$ cat config.mk
export PLATFORM = sky130hd
export DESIGN_NAME = cst_ctrl
export DESIGN_NICKNAME = d
export VERILOG_FILES = /design/src/cst_pkg.sv /design/src/cst_divide_ratio_field.sv /design/src/cst_ctrl.sv
export SDC_FILE = /design/constraint.sdc
export NUM_CORES = 1
export LEC_CHECK = 0
export ABC_AREA = 1
export BUFFER_PORTS_ARGS = -buffer_cell sky130_fd_sc_hd__clkbuf_2
export CORE_MARGIN = 2
export CORE_UTILIZATION = 53
export CTS_CLUSTER_DIAMETER = 80
export DETAILED_ROUTE_END_ITERATION = 16
export GPL_TIMING_DRIVEN = 0
export PLACE_DENSITY = 0.77
export SLEW_MARGIN = 10
export SYNTH_ARGS = -nofsm -noshare
export SYNTH_HDL_FRONTEND = slang
export SYNTH_SLANG_ARGS = --single-unit
$ cat constraint.sdc
create_clock -name I_CLK -period 1.8 [get_ports I_CLK]
set_input_delay 0.18 -clock I_CLK [delete_from_list [all_inputs] [get_ports I_CLK]]
set_output_delay 0.18 -clock I_CLK [all_outputs]
set_load 0.01 [all_outputs]
$ cat src/cst_pkg.sv
package cst_pkg;
  // =====================================================================
  // register addresses
  localparam logic [31:0] CST_DIV_ADDR    = 32'hffffe108;
  localparam logic [31:0] CST_CTRL_ADDR   = 32'hffffe100;
  localparam logic [31:0] CST_NINT_ADDR   = 32'hffffe104;
  localparam logic [31:0] CST_TOUT_ADDR   = 32'hffffe10c;
  localparam logic [31:0] CST_STAT_ADDR   = 32'hffffe110;
  localparam logic [31:0] CST_FINT_ADDR   = 32'hffffe114;
  localparam logic [31:0] CST_CUR_ADDR    = 32'hffffe118;
  localparam logic [31:0] CST_IMASK_ADDR  = 32'hffffe11c;
  // =====================================================================
  // control fields
  localparam int CST_CTRL_START   = 0;
  localparam int CST_CTRL_RESTART = 1;
  localparam int CST_CTRL_ALL     = 2;
  // status fields
  localparam int CST_ST_DONE = 0;
  localparam int CST_ST_FAIL = 1;
  localparam int CST_ST_TOUT = 2;
  localparam int CST_ST_RST  = 3;
  localparam int CST_NSTAT   = 4;
  // =====================================================================
  // numbers
  localparam int CST_CYC_PER_INT = 1365;
  localparam int CST_MAX_INT     = 26;
  localparam int CST_DIV_MAX     = 8;
  localparam logic [2:0] CST_DIV_RST = 3'h0;
  localparam logic [31:0] CST_TOUT_RST = 32'hffffffff;
  localparam logic [1:0] CST_RESP_OK  = 2'h0;
  localparam logic [1:0] CST_RESP_ERR = 2'h2;
  typedef enum logic [1:0] {CST_IDLE, CST_RUN, CST_CHECK, CST_RESET} cst_state_t;
endpackage

$ cat src/cst_divide_ratio_field.sv
// =====================================================================
// enable-pulse divider: one tick every (i_div+1) core clocks
module cst_tick_div
  import cst_pkg::*;
(
  input  wire logic       I_CLK,  // core clock
  input  wire logic       I_RSTN, // async reset, low
  input  wire logic       i_run,  // divider active
  input  wire logic [2:0] i_div,  // ratio minus one
  output logic            o_tick  // self-test clock tick
);
  typedef struct packed {
    logic [2:0] cnt;
  } cst_div_t;
  cst_div_t s_q, s_d;
  always_comb begin
    s_d    = s_q;
    o_tick = 1'b0;
    if (!i_run) begin
      s_d.cnt = 3'h0;
    end else if (s_q.cnt >= i_div) begin
      s_d.cnt = 3'h0;
      o_tick  = 1'b1;
    end else begin
      s_d.cnt = s_q.cnt + 3'h1;
    end
  end
  always_ff @(posedge I_CLK or negedge I_RSTN) begin
    if (!I_RSTN) s_q <= '0;
    else s_q <= s_d;
  end
endmodule

$ cat src/cst_ctrl.sv
// Function
// - the controller drives the logic self-test engine on both cores and checks its result.
// - the test is split into intervals and a run covers all or a programmed count of them.
// - each run resumes after the last executed interval or restarts at the first, per software.
// - the core under test is isolated from the system for the whole run.
// - the number of a failing interval is captured and held for software.
// - a timeout counter loaded from software bounds each run.
// - a run ends with a CPU reset and software reads status in the reset handler.
// - the self-test clock is divided from the CPU clock by a register-held divider.
// - each interval takes 1365 self-test clock cycles, for up to 26 intervals.
// - run length is cycle count times the self-test clock period, timed by the timeout.
// - the divider ratio is 1 to 8 and applies alike to the delayed second core clock.
// - a controller-caused CPU reset is flagged as its own reset cause.
//
// Our own choice: the AXI4-Lite slave port.
module cst_ctrl
  import cst_pkg::*;
#(
  parameter int NUM_INT = CST_MAX_INT,     // intervals in the full test
  parameter int CYC_INT = CST_CYC_PER_INT  // self-test cycles per interval
) (
  input  wire logic        I_CLK,          // core clock, 20 MHz
  input  wire logic        I_RSTN,         // async reset, low
  input  wire logic [31:0] I_AWADDR,       // axi write address
  input  wire logic        I_AWVALID,      // axi write address valid
  output logic             O_AWREADY,      // axi write address ready
  input  wire logic [31:0] I_WDATA,        // axi write data
  input  wire logic [3:0]  I_WSTRB,        // axi byte strobes
  input  wire logic        I_WVALID,       // axi write data valid
  output logic             O_WREADY,       // axi write data ready
  output logic [1:0]       O_BRESP,        // axi write response
  output logic             O_BVALID,       // axi write response valid
  input  wire logic        I_BREADY,       // axi write response ready
  input  wire logic [31:0] I_ARADDR,       // axi read address
  input  wire logic        I_ARVALID,      // axi read address valid
  output logic             O_ARREADY,      // axi read address ready
  output logic [31:0]      O_RDATA,        // axi read data
  output logic [1:0]       O_RRESP,        // axi read response
  output logic             O_RVALID,       // axi read data valid
  input  wire logic        I_RREADY,       // axi read data ready
  input  wire logic        I_BIST_DONE,    // engine finished current interval
  input  wire logic        I_BIST_PASS,    // engine signature matched
  output logic             O_BIST_EN,      // engine runs, one tick per self-test clock
  output logic [4:0]       O_BIST_INT,     // interval number being applied
  output logic             O_CORE_ISOLATE, // core cut off from buses
  output logic [2:0]       O_CLK_DIV,      // ratio for both core clock trees
  output logic             O_CPU_RST,      // cpu reset request pulse
  output logic             O_RST_CAUSE,    // self-test reset cause flag
  output logic             O_IRQ           // level interrupt
);
  // =====================================================================
  // parameter check
  initial begin
    if (NUM_INT < 1 || NUM_INT > CST_MAX_INT) $error("cst_ctrl: bad NUM_INT");
    if (CYC_INT < 1 || CYC_INT > 65535) $error("cst_ctrl: bad CYC_INT");
  end

  localparam logic [15:0] CYC_LAST = 16'(CYC_INT - 1);
  localparam logic [4:0]  INT_ALL  = 5'(NUM_INT);

  // =====================================================================
  // address decode, shared by the write and read channels
  function automatic logic [3:0] dec(input logic [31:0] a);
    unique case (a)
      CST_CTRL_ADDR:   dec = 4'h1;
      CST_NINT_ADDR:   dec = 4'h2;
      CST_DIV_ADDR:    dec = 4'h3;
      CST_TOUT_ADDR:   dec = 4'h4;
      CST_STAT_ADDR:   dec = 4'h5;
      CST_FINT_ADDR:   dec = 4'h6;
      CST_CUR_ADDR:    dec = 4'h7;
      CST_IMASK_ADDR:  dec = 4'h8;
      default:         dec = 4'h0;
    endcase
  endfunction

  // unmapped addresses answer with a slave error
  function automatic logic [1:0] resp_of(input logic [3:0] sel);
    if (sel == 4'h0) begin
      resp_of = CST_RESP_ERR;
    end else begin
      resp_of = CST_RESP_OK;
    end
  endfunction

  // =====================================================================
  // interval helpers
  // interval to apply after c, back to the first once the full test has run
  function automatic logic [4:0] nxt_int(input logic [4:0] c);
    if (c + 5'h1 >= INT_ALL) begin
      nxt_int = 5'h0;
    end else begin
      nxt_int = c + 5'h1;
    end
  endfunction

  // intervals in one run: the full test unless run-all is clear and a usable count is programmed
  function automatic logic [4:0] run_len(input logic all, input logic [4:0] n);
    if (all || n == 5'h0 || n > INT_ALL) begin
      run_len = INT_ALL;
    end else begin
      run_len = n;
    end
  endfunction

  // status raised when the timeout cuts a run short
  function automatic logic [CST_NSTAT-1:0] tout_ev();
    tout_ev              = '0;
    tout_ev[CST_ST_TOUT] = 1'b1;
    tout_ev[CST_ST_FAIL] = 1'b1;
  endfunction

  // =====================================================================
  // state
  typedef struct packed {
    cst_state_t      st;
    // bus channel holding
    logic            aw_h;
    logic [31:0]     awaddr;
    logic            w_h;
    logic [31:0]     wdata;
    logic [3:0]      wstrb;
    logic            bvalid;
    logic [1:0]      bresp;
    logic            rvalid;
    logic [1:0]      rresp;
    logic [31:0]     rdata;
    // software settings
    logic            restart;
    logic            all;
    logic [4:0]      nint;
    logic [2:0]      div;
    logic [31:0]     tout;
    // run progress and results
    logic [31:0]     tcnt;
    logic [CST_NSTAT-1:0] stat;
    logic [CST_NSTAT-1:0] imask;
    logic [4:0]      fint;
    logic [4:0]      cur;
    logic [4:0]      left;
    logic [15:0]     cyc;
    logic            cpu_rst;
  } cst_regs_t;

  cst_regs_t s_q, s_d;
  logic      tick;

  // =====================================================================
  // self-test clock divider
  cst_tick_div u_div (
    .I_CLK  (I_CLK),
    .I_RSTN (I_RSTN),
    .i_run  (s_q.st == CST_RUN),
    .i_div  (s_q.div),
    .o_tick (tick)
  );

  // =====================================================================
  // outputs
  assign O_AWREADY      = !s_q.aw_h;
  assign O_WREADY       = !s_q.w_h;
  assign O_BVALID       = s_q.bvalid;
  assign O_BRESP        = s_q.bresp;
  assign O_ARREADY      = !s_q.rvalid;
  assign O_RVALID       = s_q.rvalid;
  assign O_RDATA        = s_q.rdata;
  assign O_RRESP        = s_q.rresp;
  assign O_BIST_EN      = tick;
  assign O_BIST_INT     = s_q.cur;
  assign O_CORE_ISOLATE = (s_q.st != CST_IDLE);
  assign O_CLK_DIV      = s_q.div;
  assign O_CPU_RST      = s_q.cpu_rst;
  assign O_RST_CAUSE    = s_q.stat[CST_ST_RST];
  assign O_IRQ          = |(s_q.stat & s_q.imask);

  // =====================================================================
  // next state
  always_comb begin
    logic [3:0]           wsel;
    logic [3:0]           rsel;
    logic                 do_wr;
    logic                 do_rd;
    logic                 start;
    logic [CST_NSTAT-1:0] ev;
    logic [CST_NSTAT-1:0] rdclr;
    wsel  = 4'h0;
    rsel  = 4'h0;
    do_wr = 1'b0;
    do_rd = 1'b0;
    start = 1'b0;
    ev    = '0;
    rdclr = '0;
    s_d   = s_q;
    s_d.cpu_rst = 1'b0;

    // =====================================================================
    // write channel capture, either order
    if (I_AWVALID && !s_q.aw_h) begin
      s_d.aw_h   = 1'b1;
      s_d.awaddr = I_AWADDR;
    end
    if (I_WVALID && !s_q.w_h) begin
      s_d.w_h   = 1'b1;
      s_d.wdata = I_WDATA;
      s_d.wstrb = I_WSTRB;
    end
    if (s_q.bvalid && I_BREADY) s_d.bvalid = 1'b0;
    if (s_q.aw_h && s_q.w_h && !s_q.bvalid) begin
      do_wr      = 1'b1;
      wsel       = dec(s_q.awaddr);
      s_d.aw_h   = 1'b0;
      s_d.w_h    = 1'b0;
      s_d.bvalid = 1'b1;
      s_d.bresp  = resp_of(wsel);
    end

    // =====================================================================
    // register writes, low byte lane holds all fields but the timeout, which takes each enabled lane
    if (do_wr && s_q.wstrb[0]) begin
      unique case (wsel)
        4'h1: begin
          s_d.restart = s_q.wdata[CST_CTRL_RESTART];
          s_d.all     = s_q.wdata[CST_CTRL_ALL];
          start       = s_q.wdata[CST_CTRL_START] && (s_q.st == CST_IDLE);
        end
        4'h2: s_d.nint = s_q.wdata[4:0];
        4'h3: begin
          if (s_q.st == CST_IDLE) s_d.div = s_q.wdata[2:0];
        end
        4'h5: rdclr = s_q.wdata[CST_NSTAT-1:0];
        4'h8: s_d.imask = s_q.wdata[CST_NSTAT-1:0];
        default: ;
      endcase
    end
    if (do_wr && wsel == 4'h4) begin
      for (int b = 0; b < 4; b++) begin
        if (s_q.wstrb[b]) s_d.tout[b*8 +: 8] = s_q.wdata[b*8 +: 8];
      end
    end

    // =====================================================================
    // read channel
    if (s_q.rvalid && I_RREADY) s_d.rvalid = 1'b0;
    if (I_ARVALID && !s_q.rvalid) begin
      do_rd      = 1'b1;
      rsel       = dec(I_ARADDR);
      s_d.rvalid = 1'b1;
      s_d.rresp  = resp_of(rsel);
      s_d.rdata  = 32'h0;
      unique case (rsel)
        4'h1: begin
          s_d.rdata[CST_CTRL_RESTART] = s_q.restart;
          s_d.rdata[CST_CTRL_ALL]     = s_q.all;
          s_d.rdata[CST_CTRL_START]   = (s_q.st != CST_IDLE);
        end
        4'h2: s_d.rdata[4:0] = s_q.nint;
        4'h3: s_d.rdata[2:0] = s_q.div;
        4'h4: s_d.rdata = s_q.tout;
        4'h5: begin
          s_d.rdata[CST_NSTAT-1:0] = s_q.stat;
          rdclr = rdclr | s_q.stat;
        end
        4'h6: s_d.rdata[4:0] = s_q.fint;
        4'h7: s_d.rdata[4:0] = s_q.cur;
        4'h8: s_d.rdata[CST_NSTAT-1:0] = s_q.imask;
        default: ;
      endcase
    end

    // =====================================================================
    // sequencer
    unique case (s_q.st)
      CST_IDLE: begin
        if (start) begin
          s_d.st   = CST_RUN;
          s_d.tcnt = s_q.tout;
          s_d.cyc  = 16'h0;
          // restart and run-all come from the same write as the start bit
          if (s_d.restart || s_q.cur >= INT_ALL) s_d.cur = 5'h0;
          s_d.left = run_len(s_d.all, s_q.nint);
        end
      end
      CST_RUN: begin
        if (s_q.tcnt == 32'h0) begin
          ev     = ev | tout_ev();
          s_d.st = CST_RESET;
        end else begin
          s_d.tcnt = s_q.tcnt - 32'h1;
          if (tick) begin
            s_d.cyc = s_q.cyc + 16'h1;
            if (s_q.cyc == CYC_LAST) s_d.st = CST_CHECK;
          end
        end
      end
      CST_CHECK: begin
        if (I_BIST_DONE) begin
          s_d.cyc  = 16'h0;
          s_d.cur  = nxt_int(s_q.cur);
          s_d.left = s_q.left - 5'h1;
          if (!I_BIST_PASS) begin
            ev[CST_ST_FAIL] = 1'b1;
            s_d.fint = s_q.cur + 5'h1;
            s_d.st   = CST_RESET;
          end else if (s_q.left == 5'h1 || s_q.cur + 5'h1 >= INT_ALL) begin
            s_d.st = CST_RESET;
          end else begin
            s_d.st = CST_RUN;
          end
        end else if (s_q.tcnt == 32'h0) begin
          ev     = ev | tout_ev();
          s_d.st = CST_RESET;
        end else begin
          s_d.tcnt = s_q.tcnt - 32'h1;
        end
      end
      CST_RESET: begin
        ev[CST_ST_DONE] = 1'b1;
        ev[CST_ST_RST]  = 1'b1;
        s_d.cpu_rst     = 1'b1;
        s_d.st          = CST_IDLE;
      end
    endcase

    // =====================================================================
    // sticky status, set wins over clear
    s_d.stat = (s_q.stat & ~rdclr) | ev;
  end

  always_ff @(posedge I_CLK or negedge I_RSTN) begin
    if (!I_RSTN) begin
      s_q      <= '0;
      s_q.st   <= CST_IDLE;
      s_q.div  <= CST_DIV_RST;
      s_q.tout <= CST_TOUT_RST;
    end else begin
      s_q <= s_d;
    end
  end
endmodule

==> results.md, run 1 <==
- Max clock buf depth: 3
- CTS sink cnt: 225
- Cell taking the most area after synthesis: dfrtp_1
- Die Area: 24000 um2
- Cell Chain, Critical Path: inv_2 -> nand2_4 -> nor2_4 -> o21ai_1 -> nand2_1 -> nand2_4 -> nand2_4 -> nor2_4 -> buf_4 -> nand4_1 -> nand2_1 -> o21ai_1
- Area grow syn2layout: 37.6%
- Critical path buffer and inverter count: 2
- Crit path max-delay family: simple AND/OR/NAND/NOR gates
- Worst hold-check path type: in2reg
- Worst-skew pair later-pin latency: 0.53 ns
- Final number of hold-violating endpoints: 0
- Max transition margin: 0.306
- RSZ-0062 raised after global routing: true
- Most frequent cell after synthesis: nand2_1
- Commonest cells post-synth: nand2_1, dfrtp_1, nor2_1
- Number of global-route vias before repair: 11200
- Fin crit period: 2.27 ns
- Vias per cell: about 5.7
- Synth top area share: 0.401
- Levels on crit path: 12
- Initial antenna violation count: 0
- P per Cell Area: 881 nW/um2
- Status: finished with violations
- Violated checks: negative setup slack
- Static leakage: 7.82 nW
- Worst path required time: approximately 2.2 ns
- First-pass GRT wire length: 55300 um
- I/O pin cnt: 163
- Tightest Pin Transition: 1.04 ns
- H-tree depth: 1
- Max-cap check violation count: 0
- Yosys warns: 0
- Worst path slowest cell: dfrtp_1
- DRT Pass-1 Iters: 8
- WL met1: 14900 um
- #FFs+latches synth: 225
- Post-route ant nets: 0
- Max rail drop VDD: 0.000945 V
- Wirelength, routed: 38700 um
- Synth top area cells: dfrtp_1, nand2_1, dfstp_2, mux2_2, nand3_1
- Core ar.: 22500 um2
- Post-synth EDFFs: 0
- Final core utilization: 0.737
- Post-Syn Area: 12100 um2
- GPL Wtd Cong: 0.950
- Post-DP HPWL: 22500 um
- Synthesized instance count: 1458
- Uppermost routed layer: met4
- TritonCTS clock tree: yes
- Crit path top cell by count: nand2_4
- Antenna Cells: 0
- Final setup TNS: -35.44 ns
- Setup violations, final: 107
- Fin nets: 1910
- Worst setup margin: -0.472 ns
- Largest net degree at the start of global routing: 106
- Total gr overflow: 0
- Clk_skew: 0.0203 ns
- Flop-to-flop setup slack: -0.47 ns
- Die Width: 155 um
- Die span in y: 155 um
- Initial Util: 0.536
- Drt wl/cell: 18.5 um
- I/O Buffers: 160
- Root Driver: clkbuf_16
- Worst setup SP type: flop
- Period utilisation layout: 1.26
- Crit-path max cell delay: 0.44 ns
- R2R depth: 12
- Worst Hold Depth: 4
- Routed met3 length: 3400 um
- 1st-iter DRT viols: 1181
- Fmax: 440 MHz
- Ys flop type: dfrtp_1
- Worst-path maximum fanout: 6
- Filler instances: 1468
- Worst-path clk slew: 0.07 ns
- Routed length on met2: 18600 um
- Arrival time at the worst endpoint: 2.67 ns
- CP Class: reg2reg
- Seq/Total Area, Yosys: 0.471
- Post-synth cell types: 49
- CTS Buf Count: 25
- Share of cells above drive strength 1: 0.390
- Synth Area per Inst: 8.26 um2
- Slew Viols, Final: 0
- DRC: 0
- Total vias in the final route: 11900
- FFs w/ async S/R, synth: 1.00
- Row Count: 55
- Setup crit end kind: flop
- GR Util All Layers: 0.286
cell type report:
cell class | count | area, um2 | share of cell area
Sequential cell | 225 | 5680 | 0.343
Tap cell | 285 | 357 | 0.0215
Clock buffer | 35 | 703 | 0.0424
Timing Repair Buffer | 300 | 2260 | 0.136
Inverter | 145 | 574 | 0.0346
Buffer | 83 | 667 | 0.0402
Clock inverter | 10 | 130 | 0.00784
Multi-Input combinational cell | 1005 | 6220 | 0.375
what timing repair did:
| item | 4_1_cts | 5_1_grt |
|---|---|---|
| hold buffers | 71 | 0 |
| pin swaps | 34 | 69 |
| endpoints found under the setup margin | 111 | 161 |
| endpoints found under the hold margin | 119 | 0 |
| buffers inserted | 26 | 37 |
| gates cloned | 3 | 7 |
| gates resized for setup | 140 | 202 |
registers in the layout, indices dropped and copies added (netlist names):
name / cells
O_CPU_RST: 1
O_RRESP: 1
s_q: 176
O_BVALID: 1
u_div.s_q: 3
O_RDATA: 32
O_RST_CAUSE: 1
O_CLK_DIV: 3
O_RVALID: 1
O_BIST_INT: 5
O_BRESP: 1
report_power, final:
| group | leakage, nW | switching, mW | total (mW) | internal, mW |
|---|---|---|---|---|
| clock network | 0.406 | 2.09 | 5.24 | 3.15 |
| logic | 4.79 | 1.68 | 2.86 | 1.18 |
| registers | 2.63 | 0.628 | 6.51 | 5.89 |
| total | 7.82 | 4.40 | 14.6 | 10.2 |
metrics by stage:
stage | hold slack, ns | worst slack (ns) | instances | area [um2] | power (mW)
final | 0.0598 | -0.472 | 2088 | 16600 | 14.6
after global routing | 0.0691 | -0.540 | 2088 | 16600 | 15.1
after CTS | 0.0421 | -0.200 | 2051 | 15600 | 14.0
after detailed placement | 0.170 | -0.372 | 1906 | 13300 | 8.53
after global placement | 0.370 | -3.88 | 1904 | 13200 | 8.40
after floorplan | -0.116 | 0.00259 | 1459 | 12100 | 7.74
logic make-up (layout without fill, tap and decap cells):
group | Yosys count | after routing | synth area share
buffers and inverters | 231 | 573 | 0.0937
muxes | 50 | 50 | 0.0467
DFF | 225 | 225 | 0.471
adders and majority gates | 16 | 16 | 0.0166
and+or+nand+nor | 720 | 722 | 0.263
AOI/OAI and AO/OA | 185 | 185 | 0.0876
other | 1 | 2 | 0.000311
xor gates and xnor gates | 30 | 30 | 0.0218
layer usage:
metal	up-vias	track usage
met4	0	0.0882
met1	5597	0.383
met5	-	0
li1	5358	-
met2	707	0.485
met3	193	0.0387
cell usage in the layout (no fill, tap or decap), types with 5 or more instances in the layout:
cell | Yosys | routed
buf_8 | 1 | 6
ha_1 | 16 | 10
clkbuf_1 | 27 | 16
nand2_4 | 4 | 25
o21ai_0 | 96 | 84
clkbuf_16 | 0 | 29
buf_12 | 0 | 8
nor2_1 | 133 | 104
dlygate4sd3_1 | 0 | 71
nand3_2 | 3 | 16
xor2_1 | 27 | 26
nor2_2 | 7 | 16
o21ai_2 | 24 | 44
and2_1 | 7 | 5
dfrtp_1 | 193 | 182
nor3_1 | 27 | 25
buf_6 | 8 | 18
buf_4 | 46 | 88
a21oi_1 | 27 | 26
inv_1 | 130 | 111
clkbuf_8 | 0 | 7
nand4_1 | 28 | 28
nor2_4 | 5 | 25
mux2_2 | 50 | 50
dfrtp_2 | 0 | 11
nor4_1 | 8 | 8
clkbuf_2 | 0 | 171
nand3_1 | 102 | 78
nand2_1 | 367 | 296
clkinv_2 | 1 | 5
o21ai_1 | 25 | 17
dfstp_2 | 32 | 32
nand3_4 | 0 | 12
nand2_2 | 21 | 68
inv_2 | 11 | 29
tightest hold or removal path, delay by kind of cell:
family | cells | cell delay (ns)
simple gates | 2 | 0.18
buf+inv | 1 | 0.12
compound gates | 1 | 0.06
final timing paths:
kind / end / start
worst max-delay path: O_CLK_DIV[0] / s_q[190]
worst min-delay path: s_q[27] / I_BIST_PASS
worst max register to register: O_CLK_DIV[0] / s_q[190]
worst min register to register: s_q[79] / s_q[79]
max in group asynchronous: s_q[85] / I_RSTN
min in group asynchronous: s_q[193] / I_RSTN
(Power assumes the default switching activity.)
==> run 2: changes to the inputs <==
--- a/config.mk
+++ b/config.mk
@@ -10,7 +10,6 @@
 export CORE_MARGIN = 2
-export CORE_UTILIZATION = 53
-export CTS_CLUSTER_DIAMETER = 80
+export CORE_UTILIZATION = 58
 export DETAILED_ROUTE_END_ITERATION = 16
 export GPL_TIMING_DRIVEN = 0
-export PLACE_DENSITY = 0.77
+export PLACE_DENSITY = 0.8
 export SLEW_MARGIN = 10
==> constraint.sdc (replaced) <==
create_clock -name I_CLK -period 2.1 [get_ports I_CLK]
set_input_delay 0 -clock I_CLK [delete_from_list [all_inputs] [get_ports I_CLK]]
set_output_delay 0 -clock I_CLK [all_outputs]
set_load 0.01 [all_outputs]
==> results.md, run 2 (synthesis results as in run 1) <==
- Comb pwr share: 0.180
- Commonest non-fill, non-tap cell in the layout: nand2_1
- Die Area: roughly 22000 um2
- Max-cap check violation count: 0
- DRT Pass-1 Iters: 5
- Worst path required time: 2.56 ns
- Antenna Cells: 0
- First-pass GRT wire length: 53400 um
- Post-route design area: 15500 um2
- RSZ-0062 raised after global routing: true
- Tightest Pin Transition: 0.672 ns
- Die span in y: 148 um
- Post-DP HPWL: 22400 um
- Fin crit period: 2.24 ns
- Reg2reg start: s_q[191]
- GR met1 Demand/Resource: 0.409
- CP Class: reg2reg
- Crit-path max cell delay: around 0.47 ns
- Share of cells above drive strength 1: 0.290
- Cell Chain, Critical Path: inv_2 -> nand2_1 -> nor2_2 -> o21ai_1 -> nand2_1 -> nand2_2 -> nand2_2 -> nor2_4 -> nand3_2 -> nand2_4 -> nand2_8 -> clkinv_8 -> buf_8 -> nand2_1 -> o21ai_2
- R2R depth: 15
- Most frequent cells in the layout: nand2_1, dfrtp_1, clkbuf_2, inv_1, nor2_1
- Status: finished with violations
- Worst-path maximum fanout: 10
- Part of the power in registers: 0.446
- Root Driver: clkbuf_16
- Max rail drop VDD: 0.000848 V
- Dpl cells: approximately 1900
- Worst setup SP type: flop
- Crit path top cell by count: nand2_1
- TritonCTS clock tree: yes
- Sw Share: 0.287
- Total vias in the final route: approximately 11000
- Gr busiest metal: met2
- Fmax: 447 MHz
- Arrival time at the worst endpoint: 2.70 ns
- Max reg flops: 176
- Core ar.: 20300 um2
- Worst hold endpoint: O_RRESP[1]
- Initial antenna violation count: 1
- Violated checks: negative setup slack
- Largest net degree at the start of global routing: 107
- H-tree depth: 1
- Worst-path clk slew: around 0.06 ns
- Fin nets: ~1900
- Setup violations, final: 61
- P_int: ~9 mW
- P per Cell Area: 799 nW/um2
- Drt wl/cell: 17.0 um
- CTS sink cnt: ~230
- Max clock buf depth: 3
- Clk_skew: 0.0231 ns
- Wirelength, routed: 34700 um
- Post-route ant nets: 0
- Initial Util: 0.594
- GR met3 Demand/Resource: 0.0396
- Number of global-route vias before repair: 10800
- DRC: 0
- Hold path startpoint: I_ARADDR[9]
- Period utilisation layout: 1.06
- Clock power frac: 0.374
- GRT met2 Usage: 0.503
- Worst setup margin: -0.136 ns
- Area grow syn2layout: 28.5%
- Worst-skew pair later-pin latency: 0.55 ns
- Largest Register: s_q
- Die Width: 148 um
- Final number of hold-violating endpoints: 0
- Worst Setup Slack post-DPL: -0.277 ns
- Vias per cell: roughly 5.6
- Slew Viols, Final: 0
- I/O pin cnt: 163
- Worst hold-check path type: in2reg
- Hold_ws: 0.0207 ns
- GPL Wtd Cong: 0.979
- 1st-iter DRT viols: 1187
- Total gr overflow: 0
- Row Count: 52
- Net switching power: 3.55 mW
- Worst path slowest cell: dfrtp_1
- Worst Hold Depth: 7
- Final setup TNS: -5.03 ns
- Setup crit end kind: flop
- Placed cell areas: 13300 um2
- I/O Buffers: 160
- Max transition margin: 0.548
- Flop-to-flop setup slack: -0.14 ns
- Worst R2R End: s_q[67]
- GR Util All Layers: 0.301
- Non-filler cells, final: 2040
- CTS Buf Count: 25
- Static leakage: 7.40 nW
[run 2: timing repair]
item | 4_1_cts | 5_1_grt
endpoints found under the setup margin | 64 | 88
setup buffers | 2 | 22
hold buffers | 76 | 0
gates cloned | 0 | 5
pin swaps | 4 | 34
resized for setup | 10 | 91
endpoints found under the hold margin | 269 | 0
[run 2: power by group through the flow]
stage          combinational, mW  sequential, mW  clock (mW)
2_1_floorplan               1.27            5.37           0
3_3_place_gp                1.75            5.44           0
3_5_place_dp                1.84            5.48           0
4_1_cts                     1.98            5.42        4.66
5_1_grt                     2.41            5.55        4.85
6_report                    2.23            5.51        4.63
[run 2: area by class of cell]
type | instances | area [um2]
Buffer | 84 | 603
Clock buffer | 37 | 731
Clock inverter | 9 | 145
Fill cell | 1409 | 4820
Inverter | 145 | 581
Multi-Input combinational cell | 1003 | 5510
Sequential cell | 225 | 5680
Tap cell | 270 | 338
Timing Repair Buffer | 265 | 1880
Timing Repair inverter | 2 | 15.0
[run 2: worst max-delay path by stage]
stage	to	startpoint	cells after the start	slack [ns]
final	s_q[67]	s_q[191]	15	-0.14
after global routing	s_q[67]	s_q[191]	16	-0.24
after CTS	s_q[71]	s_q[40]	14	0.004
after detailed placement	s_q[50]	s_q[223]	11	-0.28
after global placement	O_RDATA[9]	I_RSTN	1	-3.35
after floorplan	s_q[67]	s_q[223]	11	0.19
[run 2: per-layer routing]
metal	share of wire	routed length, um
met3	0.084	2930
met2	0.48	16700
met4	0.037	1290
met1	0.40	13700
met5	0.00037	13
[run 2: per-stage QoR]
step / power (mW) / utilization
final: 12.4 / 0.763
after global routing: 12.8 / 0.763
after CTS: 12.1 / 0.736
after detailed placement: 7.32 / 0.653
after global placement: 7.19 / 0.650
after floorplan: 6.64 / -
[run 2: critical path, delay by kind of cell, from the launching register on]
family,cells,cell delay [ns]
buffers and inverters,3,0.34
AND/OR/NAND/NOR,10,1.12
flip-flops,1,0.47
AO/OA/AOI/OAI,2,0.20
